--- src/shared/lpm_pkg.sv ---
// Constants, register map and types of the low-power mode controller
package lpm_pkg;

  // APB register byte offsets
  localparam logic [7:0] off_ctrl_one    = 8'h00;
  localparam logic [7:0] off_ctrl_two    = 8'h04;
  localparam logic [7:0] off_wake        = 8'h08;
  localparam logic [7:0] off_status      = 8'h0c;

  // system_ctrl_one fields
  localparam int unsigned pos_halt_req   = 7;
  localparam int unsigned pos_rel_level  = 6;
  localparam int unsigned pos_ret_slow   = 5;
  localparam int unsigned pos_wut        = 2;
  // system_ctrl_two fields
  localparam int unsigned pos_hf_osc     = 7;
  localparam int unsigned pos_lf_osc     = 6;
  localparam int unsigned pos_clk_sel    = 5;
  localparam int unsigned pos_doze       = 4;
  localparam int unsigned pos_gate       = 2;
  // wake register fields
  localparam int unsigned pos_key_en     = 0;
  localparam int unsigned pos_dual_clk   = 4;
  localparam int unsigned pos_tb_en      = 5;
  localparam int unsigned pos_tb_sel     = 6;

  // Reset values
  localparam logic [7:0] rst_ctrl_one    = 8'h00;
  localparam logic [7:0] rst_ctrl_two    = 8'h80;
  localparam logic [7:0] rst_wake        = 8'h00;

  // Warm-up counts in ticks of the mode being returned to: fc/4 when fast, one per clock when slow
  localparam logic [15:0] wut_fast_long  = 16'hc000;
  localparam logic [15:0] wut_fast_mid   = 16'h4000;
  localparam logic [15:0] wut_fast_short = 16'h3000;
  localparam logic [15:0] wut_fast_min   = 16'h1000;
  localparam logic [15:0] wut_slow_long  = 16'h6000;
  localparam logic [15:0] wut_slow_mid   = 16'h2000;
  localparam logic [15:0] wut_slow_short = 16'h00c0;
  localparam logic [15:0] wut_slow_min   = 16'h0040;
  // Fast counts use fc/4 ticks so 16 bits suffice (3x2^16/fc = 0xc000 ticks)
  localparam logic [1:0]  fast_prescale  = 2'h3;

  typedef enum logic [2:0] {
    st_run, st_halt, st_warm, st_doze, st_gated
  } mode_t;

endpackage : lpm_pkg

--- src/logic/low_power_mode_control.sv ---
// Low-power mode controller: deep halt, CPU doze and clock-gated modes
// Overview of operation
// (RQ1) Level release: leave halt while release pin high or enabled key active.
// (RQ2) Level release: halt commanded with release active skips straight to warm-up.
// (RQ3) Once warm-up starts, halt is never re-entered.
// (RQ4) Edge-to-level change takes effect only after a release pin rising edge.
// (RQ5) Edge release: halt entered even with pin high; left on rising edge.
// (RQ6) Key inputs must not be relied upon in edge release mode.
// (RQ7) Release enables oscillators per return mode and dual/single clock.
// (RQ8) Warm-up halts operation; length chosen by the warm-up select field.
// (RQ9) Four warm-up lengths per return mode, fast or slow.
// (RQ10) After warm-up, execution resumes after the halt instruction.
// (RQ11) On halt release, prescaler and divider are cleared first; the code clears presc only when warm-up ends.
// (RQ12) Reset pin low ends any low-power mode; restart in fast mode one.
// (RQ13) Doze halts CPU and watchdog; peripherals keep running; state held.
// (RQ14) Doze entered when doze request bit written to one.
// (RQ15) Leaving doze clears the doze bit and restores prior mode.
// (RQ16) Master enable zero: enabled interrupt ends doze, resume inline.
// (RQ17) Master enable one: enabled interrupt ends doze and is serviced.
// (RQ18) Watchdog interrupt just before doze entry blocks the entry.
// (RQ19) Gated modes stop peripheral clocks except the time base timer.
// (RQ20) Gated mode entered when the peripheral clock gate bit is written one.
// (RQ21) Leaving gated mode clears the gate bit and restores prior mode.
// (RQ22) Time base enable at entry sets the time base interrupt latch.
// (RQ23) Main clock select picks fast-clock or slow-clock variants.
// (RQ24) Gated mode released on falling edge of selected time base source.
//
// Implementation choices: the APB interface to the registers and the register addresses.
`timescale 1ns/1ps
module low_power_mode_control
  import lpm_pkg::*;
#(
  parameter int unsigned key_count = 4,
  parameter int unsigned tb_taps   = 4
) (
  // Clock and reset
  input  wire logic                 clk,
  input  wire logic                 nrst,
  // APB slave
  input  wire logic                 psel,
  input  wire logic                 penable,
  input  wire logic                 pwrite,
  input  wire logic [7:0]           paddr,
  input  wire logic [31:0]          pwdata,
  output logic                      pready,
  output logic [31:0]               prdata,
  output logic                      pslverr,
  // Wake sources
  input  wire logic                 halt_release_pin,
  input  wire logic [key_count-1:0] key_wakeup_inputs,
  input  wire logic [7:0]           irq_enable_flags,
  input  wire logic [7:0]           irq_latches,
  input  wire logic                 master_irq_enable,
  input  wire logic                 watchdog_irq,
  input  wire logic [tb_taps-1:0]   time_base_sources,
  // Mode outputs
  output logic                      cpu_halted,
  output logic                      periph_clk_gated,
  output logic                      all_halted,
  output logic                      hf_osc_on,
  output logic                      lf_osc_on,
  output logic                      slow_clock_active,
  output logic                      divider_clear,
  output logic                      resume_pulse,
  output logic                      irq_service_req,
  output logic                      time_base_irq
);

  // Address compare shared by the read and the write decode
  function automatic logic reg_hit(input logic [7:0] a, input logic [7:0] off);
    return a == off;
  endfunction : reg_hit

  typedef struct packed {
    mode_t       mode;
    logic [7:0]  ctrl_one;
    logic [7:0]  ctrl_two;
    logic [7:0]  wake;
    logic        level_armed;
    logic        rel_prev;
    logic [1:0]  tb_prev_sel;
    logic        tb_prev;
    logic [1:0]  presc;
    logic        ready;
    logic [31:0] rdata;
    logic        slverr;
    logic        cpu_halted;
    logic        gated;
    logic        all_halted;
    logic        hf_on;
    logic        lf_on;
    logic        slow;
    logic        div_clr;
    logic        resume;
    logic        irq_req;
    logic        tb_irq;
    logic        load;
    logic [15:0] wcount;
  } state_t;
  state_t st_q, st_d;

  logic                 rel_lvl;
  logic [key_count-1:0] key_lvl;
  logic [tb_taps-1:0]   tb_lvl;
  logic                 wt_busy;
  logic                 wt_done;

  pin_sync #(.width(1)) u_rel_sync (
    .clk    (clk),
    .nrst   (nrst),
    .pin_in (halt_release_pin),
    .level  (rel_lvl)
  );

  pin_sync #(.width(key_count + tb_taps)) u_key_sync (
    .clk    (clk),
    .nrst   (nrst),
    .pin_in ({time_base_sources, key_wakeup_inputs}),
    .level  ({tb_lvl, key_lvl})
  );

  warmup_timer u_warm (
    .clk   (clk),
    .nrst  (nrst),
    .load  (st_q.load),
    .count (st_q.wcount),
    .tick  (st_q.slow || (st_q.presc == fast_prescale)),
    .busy  (wt_busy),
    .done  (wt_done)
  );

  logic        apb_wr;
  logic        apb_rd;
  logic        level_mode;
  logic        key_active;
  logic        rel_rise;
  logic        tb_sel_lvl;
  logic        tb_fall;
  logic        any_irq;
  logic [15:0] wut_count;

  always_comb begin
    apb_wr     = psel && penable && pwrite && !st_q.ready;
    apb_rd     = psel && penable && !pwrite && !st_q.ready;
    // Key inputs are active low and only count in level mode
    key_active = |(~key_lvl & st_q.wake[pos_key_en +: key_count]);
    rel_rise   = rel_lvl && !st_q.rel_prev;
    level_mode = st_q.ctrl_one[pos_rel_level] && st_q.level_armed; // [RQ4]
    tb_sel_lvl = tb_lvl[st_q.wake[pos_tb_sel +: 2]];
    tb_fall    = st_q.tb_prev && !tb_sel_lvl
                 && (st_q.tb_prev_sel == st_q.wake[pos_tb_sel +: 2]);
    any_irq    = |(irq_enable_flags & irq_latches);
    case ({st_q.ctrl_one[pos_ret_slow], st_q.ctrl_one[pos_wut +: 2]}) // [RQ9]
      3'b000:  wut_count = wut_fast_long;
      3'b001:  wut_count = wut_fast_mid;
      3'b010:  wut_count = wut_fast_short;
      3'b011:  wut_count = wut_fast_min;
      3'b100:  wut_count = wut_slow_long;
      3'b101:  wut_count = wut_slow_mid;
      3'b110:  wut_count = wut_slow_short;
      default: wut_count = wut_slow_min;
    endcase
  end

  always_comb begin
    st_d          = st_q;
    st_d.ready    = 1'b0;
    st_d.slverr   = 1'b0;
    st_d.load     = 1'b0;
    st_d.resume   = 1'b0;
    st_d.div_clr  = 1'b0;
    st_d.irq_req  = 1'b0;
    st_d.rel_prev = rel_lvl;
    st_d.tb_prev  = tb_sel_lvl;
    st_d.tb_prev_sel = st_q.wake[pos_tb_sel +: 2];
    st_d.presc    = st_q.presc + 2'h1;

    // Register access, one wait state
    if (psel && penable && !st_q.ready) begin
      st_d.ready = 1'b1;
      if (apb_rd) begin
        if (reg_hit(paddr, off_ctrl_one)) begin
          st_d.rdata = {24'h0, st_q.ctrl_one[7:2], 2'b00};
        end else if (reg_hit(paddr, off_ctrl_two)) begin
          st_d.rdata = {24'h0, st_q.ctrl_two & 8'hf4};
        end else if (reg_hit(paddr, off_wake)) begin
          st_d.rdata = {24'h0, st_q.wake};
        end else if (reg_hit(paddr, off_status)) begin
          // Mode, time base latch, warm-up busy, effective level mode
          st_d.rdata = {25'h0, level_mode, wt_busy, st_q.tb_irq, 1'b0, st_q.mode};
        end else begin
          st_d.rdata  = 32'h0;
          st_d.slverr = 1'b1;
        end
      end else if (apb_wr) begin
        st_d.rdata = 32'h0;
        if (reg_hit(paddr, off_ctrl_one)) begin
          // Edge-to-level switch waits for a rising edge of the release pin
          if (pwdata[pos_rel_level] && !st_q.ctrl_one[pos_rel_level]) begin
            st_d.level_armed = 1'b0; // [RQ4]
          end
          st_d.ctrl_one = pwdata[7:0];
        end else if (reg_hit(paddr, off_ctrl_two)) begin
          st_d.ctrl_two = pwdata[7:0];
        end else if (reg_hit(paddr, off_wake)) begin
          st_d.wake = pwdata[7:0];
        end else if (!reg_hit(paddr, off_status)) begin
          st_d.slverr = 1'b1;
        end
      end
    end
    // Set after the write clear, so an edge in the same cycle still arms
    if (rel_rise) begin
      st_d.level_armed = 1'b1; // [RQ4]
    end

    case (st_q.mode)
      st_run: begin
        st_d.slow = st_q.ctrl_two[pos_clk_sel]; // [RQ23]
        if (st_q.ctrl_one[pos_halt_req]) begin
          if (level_mode && (rel_lvl || key_active)) begin
            // Skipped halt still counts on the return clock and clears dividers
            st_d.mode = st_warm; // [RQ2]
            st_d.load = 1'b1;
            st_d.wcount = wut_count;
            st_d.slow = st_q.ctrl_one[pos_ret_slow];
            st_d.div_clr = 1'b1; // [RQ11]
          end else begin
            st_d.mode = st_halt; // [RQ5]
          end
        end else if (st_q.ctrl_two[pos_doze]) begin
          if (watchdog_irq) begin
            st_d.ctrl_two[pos_doze] = 1'b0; // [RQ18]
            st_d.irq_req = 1'b1;
          end else begin
            st_d.mode = st_doze; // [RQ14]
          end
        end else if (st_q.ctrl_two[pos_gate]) begin
          if (watchdog_irq) begin
            st_d.ctrl_two[pos_gate] = 1'b0;
            st_d.irq_req = 1'b1;
          end else begin
            st_d.mode = st_gated; // [RQ20]
            if (st_q.wake[pos_tb_en]) begin
              st_d.tb_irq = 1'b1; // [RQ22]
            end
          end
        end
      end
      st_halt: begin
        // Level mode releases on level; edge mode on rising edge only
        if ((level_mode && (rel_lvl || key_active)) || (!level_mode && rel_rise)) begin
          st_d.mode    = st_warm; // [RQ1] [RQ5]
          st_d.load    = 1'b1;
          st_d.wcount  = wut_count;
          st_d.div_clr = 1'b1; // [RQ11]
          st_d.slow    = st_q.ctrl_one[pos_ret_slow];
        end
      end
      st_warm: begin
        // Pin level is ignored here, so halt cannot be re-entered
        if (wt_done) begin
          st_d.mode = st_run; // [RQ3] [RQ8]
          st_d.ctrl_one[pos_halt_req] = 1'b0;
          // Return mode becomes the main clock, else run would fall back to fast
          st_d.ctrl_two[pos_clk_sel] = st_q.ctrl_one[pos_ret_slow]; // [RQ7]
          st_d.resume  = 1'b1; // [RQ10]
          st_d.presc   = 2'h0;
          st_d.div_clr = 1'b1; // [RQ11]
        end
      end
      st_doze: begin
        if (any_irq) begin
          st_d.mode = st_run; // [RQ15]
          st_d.ctrl_two[pos_doze] = 1'b0;
          st_d.resume  = !master_irq_enable; // [RQ16]
          st_d.irq_req = master_irq_enable; // [RQ17]
        end
      end
      st_gated: begin
        if (tb_fall) begin
          st_d.mode = st_run; // [RQ21] [RQ24]
          st_d.ctrl_two[pos_gate] = 1'b0;
          if (master_irq_enable && irq_enable_flags[7] && st_q.wake[pos_tb_en]) begin
            st_d.irq_req = 1'b1;
          end else begin
            st_d.resume = 1'b1;
          end
        end
      end
      default: st_d.mode = st_run;
    endcase

    // Latch acknowledged by software writing the enable low
    if (apb_wr && reg_hit(paddr, off_wake) && !pwdata[pos_tb_en]
        && !(st_q.mode == st_run && st_d.mode == st_gated)) begin
      st_d.tb_irq = 1'b0;
    end

    st_d.cpu_halted = st_d.mode != st_run; // [RQ13]
    st_d.gated      = st_d.mode == st_gated; // [RQ19]
    st_d.all_halted = st_d.mode == st_halt || st_d.mode == st_warm; // [RQ8]
    // Oscillators: off in halt, return-mode choice in warm-up
    if (st_d.mode == st_halt) begin
      st_d.hf_on = 1'b0;
      st_d.lf_on = 1'b0;
    end else if (st_d.mode == st_warm) begin
      st_d.hf_on = !st_q.ctrl_one[pos_ret_slow] || !st_q.wake[pos_dual_clk]; // [RQ7]
      st_d.lf_on = st_q.wake[pos_dual_clk]; // [RQ7]
    end else begin
      st_d.hf_on = st_q.ctrl_two[pos_hf_osc];
      st_d.lf_on = st_q.ctrl_two[pos_lf_osc];
    end
  end

  // Reset restarts in fast mode one with only the fast oscillator on
  always_ff @(posedge clk or negedge nrst) begin
    if (!nrst) begin
      st_q             <= '0; // [RQ12]
      st_q.mode        <= st_run;
      st_q.ctrl_one    <= rst_ctrl_one;
      st_q.ctrl_two    <= rst_ctrl_two;
      st_q.wake        <= rst_wake;
      st_q.level_armed <= 1'b1;
      st_q.hf_on       <= 1'b1;
    end else begin
      st_q <= st_d;
    end
  end

  assign pready            = st_q.ready;
  assign prdata            = st_q.rdata;
  assign pslverr           = st_q.slverr;
  assign cpu_halted        = st_q.cpu_halted;
  assign periph_clk_gated  = st_q.gated;
  assign all_halted        = st_q.all_halted;
  assign hf_osc_on         = st_q.hf_on;
  assign lf_osc_on         = st_q.lf_on;
  assign slow_clock_active = st_q.slow;
  assign divider_clear     = st_q.div_clr;
  assign resume_pulse      = st_q.resume;
  assign irq_service_req   = st_q.irq_req;
  assign time_base_irq     = st_q.tb_irq;
endmodule : low_power_mode_control

--- src/logic/pin_sync.sv ---
// Three-stage synchroniser; output changes once stages two and three agree
`timescale 1ns/1ps
module pin_sync #(
  parameter int unsigned width = 1
) (
  // Clock and reset
  input  wire logic             clk,
  input  wire logic             nrst,
  // Pins and filtered level
  input  wire logic [width-1:0] pin_in,
  output logic      [width-1:0] level
);
  typedef struct packed {
    logic [width-1:0] s1;
    logic [width-1:0] s2;
    logic [width-1:0] s3;
    logic [width-1:0] lvl;
  } sync_t;
  sync_t st_q, st_d;

  always_comb begin
    st_d    = st_q;
    st_d.s1 = pin_in;
    st_d.s2 = st_q.s1;
    st_d.s3 = st_q.s2;
    for (int i = 0; i < width; i++) begin
      if (st_q.s2[i] == st_q.s3[i]) begin
        st_d.lvl[i] = st_q.s3[i];
      end
    end
  end

  always_ff @(posedge clk or negedge nrst) begin
    if (!nrst) begin
      st_q <= '0;
    end else begin
      st_q <= st_d;
    end
  end

  assign level = st_q.lvl;
endmodule : pin_sync

--- src/logic/warmup_timer.sv ---
// Warm-up down counter, loaded with a count and flagging completion
`timescale 1ns/1ps
module warmup_timer (
  // Clock and reset
  input  wire logic        clk,
  input  wire logic        nrst,
  // Control
  input  wire logic        load,
  input  wire logic [15:0] count,
  input  wire logic        tick,
  // Status
  output logic             busy,
  output logic             done
);
  typedef struct packed {
    logic [15:0] cnt;
    logic        busy;
    logic        done;
  } tmr_t;
  tmr_t st_q, st_d;

  always_comb begin
    st_d      = st_q;
    st_d.done = 1'b0;
    if (load) begin
      st_d.cnt  = count;
      st_d.busy = 1'b1;
    end else if (st_q.busy && tick) begin
      if (st_q.cnt <= 16'h0001) begin
        st_d.busy = 1'b0;
        st_d.done = 1'b1;
        st_d.cnt  = 16'h0000;
      end else begin
        st_d.cnt = st_q.cnt - 16'h0001;
      end
    end
  end

  always_ff @(posedge clk or negedge nrst) begin
    if (!nrst) begin
      st_q <= '0;
    end else begin
      st_q <= st_d;
    end
  end

  assign busy = st_q.busy;
  assign done = st_q.done;
endmodule : warmup_timer

--- config.mk ---
export PLATFORM = sky130hd
export DESIGN_NAME = low_power_mode_control
export DESIGN_NICKNAME = d
export VERILOG_FILES = /design/src/shared/lpm_pkg.sv /design/src/logic/low_power_mode_control.sv /design/src/logic/pin_sync.sv /design/src/logic/warmup_timer.sv
export SDC_FILE = /design/constraint.sdc
export NUM_CORES = 1
export LEC_CHECK = 0
export ABC_AREA = 1
export CORE_AREA = 2 2 103 105
export CTS_CLUSTER_SIZE = 8
export DETAILED_ROUTE_END_ITERATION = 8
export DIE_AREA = 0 0 105 107
export DONT_BUFFER_PORTS = 1
export HOLD_SLACK_MARGIN = 0.02
export PLACE_DENSITY = 0.72
export SYNTH_ARGS = -nofsm -noshare
export SYNTH_HDL_FRONTEND = slang
export SYNTH_HIERARCHICAL = 1
export SYNTH_SLANG_ARGS = --single-unit
export TNS_END_PERCENT = 50
--- constraint.sdc ---
create_clock -name clk -period 1.6 [get_ports clk]
set_input_delay 0.32 -clock clk [delete_from_list [all_inputs] [get_ports clk]]
set_output_delay 0.32 -clock clk [all_outputs]
set_load 0.05 [all_outputs]
==> flow_metrics.py <==
metrics = {
    "run_status": {
        "status": "finished, violations left",
        "violations": "negative hold slack",
    },
    "detailed_routing": {
        "vias": 4112,
        "ant_nets": 0,
        "drt_iter0_drc": 300,
        "first_pass_iters": 5,
        "drc_errors": 0,
        "via_per_inst": 5.089,
        "wl_microns": 11280,
        "wire_per_inst_microns": 13.96,
    },
    "logic_synthesis": {
        "post_synth.cell_area_avg_sq_um": 8.631,
        "netlist.area_leader.share_pct": 49.40,
        "synthFlopType": "dfrtp_1",
        "synth_seq_area_share_pct": 50.85,
        "syn-cell-area_sq_mm": 0.005420,
        "yosys_warnings": 6,
        "synthDistinctLibCells": 44,
        "synth_edf_count": 0,
        "yosys-top-cells-area": "dfrtp_1, nand2_1, buf_4",
        "synth_area_leader_cell": "dfrtp_1",
        "async_flop_share_pct": 100.0,
        "synth_cells": 628,
        "ys_seq_elements": 110,
    },
    "layout": {
        "syn_to_final_growth_pct": 11.63,
        "stdcell_count": 808,
        "mostFrequentLayoutCells": "nand2_1, dfrtp_1, inv_1, nor2_1, conb_1",
        "layout-drive-gt1-share_pct": 21.58,
        "final_common_cell": "nand2_1",
        "antenna_cells": 0,
        "nets": 742,
    },
    "sta": {
        "setup_viol": 0,
        "hold_violations": 110,
        "final.setup.tns_ns": 0,
        "fmax_mhz": 646.9,
        "holdWs_ns": -0.3747,
        "period_minus_slack_ns": 1.546,
        "clock_skew_ns": 0.01201,
        "period_share_pct": 96.61,
        "drv_slew": 0,
        "setup_slack_ns": 0.05420,
        "slew_headroom_pct": 63.75,
        "tightest_slew_ns": 0.5437,
    },
    "placement": {
        "port_buffers": 0,
        "place_inst": 777,
        "finalWeightedCongestion": 0.9268,
        "pre_cts_slack_ns": -0.06611,
        "hpwlAfterDp_microns": 7982,
    },
    "grt": {
        "grt_overflow": 0,
        "grt_usage_pct": 21.11,
        "grt_pass1_wl_microns": 18660,
        "grt_pass1_vias": 4015,
        "antenna_found_initial": 0,
        "grt_max_degree": 111,
    },
    "critical_path": {
        "slowest_delay_ns": 0.41,
        "path_class": "reg -> reg",
        "crit_path_start_kind": "flip-flop",
        "cp_data_arrival_time_ns": 1.81,
        "worst-path-buf-inv": 2,
        "cp_top_family": "simple AND/OR/NAND/NOR gates",
        "cp-startpoint": "st_q[61]",
        "worstPathMaxFanout": 7,
        "critPathCaptureType": "flip-flop",
        "reg2reg_from": "st_q[61]",
        "path_cells": "ha_2, or2_4, nand2_2, buf_4, nor2_2, nand2_4, clkinv_8, nand2_1, nand3_1",
        "cp_slowest_cell": "dfrtp_1",
        "required_ns": 1.87,
    },
    "cts": {
        "tritoncts": "built",
        "cts.clk_slew.worst_paths_ns": 0.12,
        "cts_buffers": 9,
        "ctsHoldBuffers": 9,
        "clock_latency_ns": 0.38,
        "htreeDepth": 3,
        "cts_num_sinks": 110,
        "ctsLongestPathBuffers": 2,
        "cts-root-buf": "clkbuf_8",
    },
    "die": {
        "start_util_pct": 53.71,
        "ios": 116,
        "core_area_sq_mm": 0.01009,
        "fp.dieW_microns": 105,
        "die_h_microns": 107,
        "die_area_sq_mm": 0.01124,
        "rows": 37,
    },
    "power": {
        "powerDensity_mw_per_mm2": 1308,
        "p_leak_nw": 3.058,
        "ir_drop_v": 0.0006949,
    },
    "run": {
        "cap_violations": 0,
    },
    "hold_path": {
        "hold_class": "in -> async",
    },
}
-- per-layer routing --
metal  vias to the layer above  GRT usage (%)  wire length [microns]
met2                       110          36.46                   5764
li1                       2002              -                      -
met3                        33          4.559                    519
met1                      1967          25.27                   4571
met4                         0          9.905                    425
met5                         -              0                      0
-- repair_timing --
item,in CTS,in global routing
gates resized for setup,4,41
hold endpoints to repair,119,110
endpoints found under the setup margin,22,29
setup buffers,0,5
pin swaps,1,9
gates cloned,0,1
-- area by class of cell --
| class | count | area [sq um] |
|---|---|---|
| clock buffers | 9 | 123.9 |
| well taps | 136 | 170.2 |
| fillers | 886 | 4041 |
| multi-input cells | 421 | 2221 |
| repair buffers | 40 | 335.3 |
| inverters | 84 | 330.3 |
| repair inverters | 1 | 8.758 |
| clock inverters | 7 | 101.3 |
| flip-flops and latches | 110 | 2760 |
-- sequential cells by signal (all words and copies together) (netlist names), 2 cells and up --
| name | count |
|---|---|
| u_rel_sync/st_d | 2 |
| prdata | 8 |
| u_warm/st_q | 16 |
| u_key_sync/level | 8 |
| u_key_sync/st_q | 8 |
| st_q | 34 |
| st_d | 2 |
| u_key_sync/st_d | 16 |
-- report_power, final --
part	switching, W	total [W]	internal, W	leakage [nW]
registers	0.000447	0.00359	0.00314	1.33
clock network	0.00105	0.00183	0.000778	0.109
logic	0.00158	0.00250	0.000912	1.62
total	0.00308	0.00792	0.00483	3.06
-- stage by stage --
step / cell area, sq um / hold WS, ns / total power [W] / utilization (%)
2_1_floorplan: 5545 / 0.02441 / 0.005456 / -
3_3_place_gp: 5564 / 0.02816 / 0.005805 / 55.13
3_5_place_dp: 5564 / 0.03027 / 0.005883 / 55.13
4_1_cts: 5889 / -0.3974 / 0.007781 / 58.36
5_1_grt: 6051 / -0.3963 / 0.008425 / 59.96
6_report: 6051 / -0.3747 / 0.007915 / 59.96
-- kinds of logic after synthesis --
group / synth area share (%)
compound gates: 9.742
xor+xnor: 1.131
fa+ha+maj: 0.6926
buf+inv: 12.49
flops: 50.85
other cells: 0.06919
simple gates: 25.02
-- synth_stat cells, drive strengths merged (2+ instances only) --
library cell / instances
xor2: 4
o211ai: 7
nor2: 64
a22o: 3
o21bai: 3
a21oi: 20
nand3: 39
clkbuf: 2
o21ai: 44
inv: 84
ha: 3
o22ai: 4
nor3: 6
nand4: 10
xnor2: 3
dfstp: 3
o221ai: 3
buf: 44
nand2: 166
dfrtp: 107
a31oi: 2
-- path summary, 6_finish.rpt --
check                                 endpoint  slack [ns]  cells past startpoint
setup / recovery                u_warm/st_q[2]        0.05                      9
hold / removal              u_key_sync/st_d[9]       -0.37                      0
setup reg to reg                u_warm/st_q[2]        0.05                      9
hold reg to reg            u_key_sync/st_d[15]        0.35                      0
max in group asynchronous             st_q[67]        1.75                      0
min in group clk                      st_q[69]        0.05                      2
(Power assumes the default switching activity.)
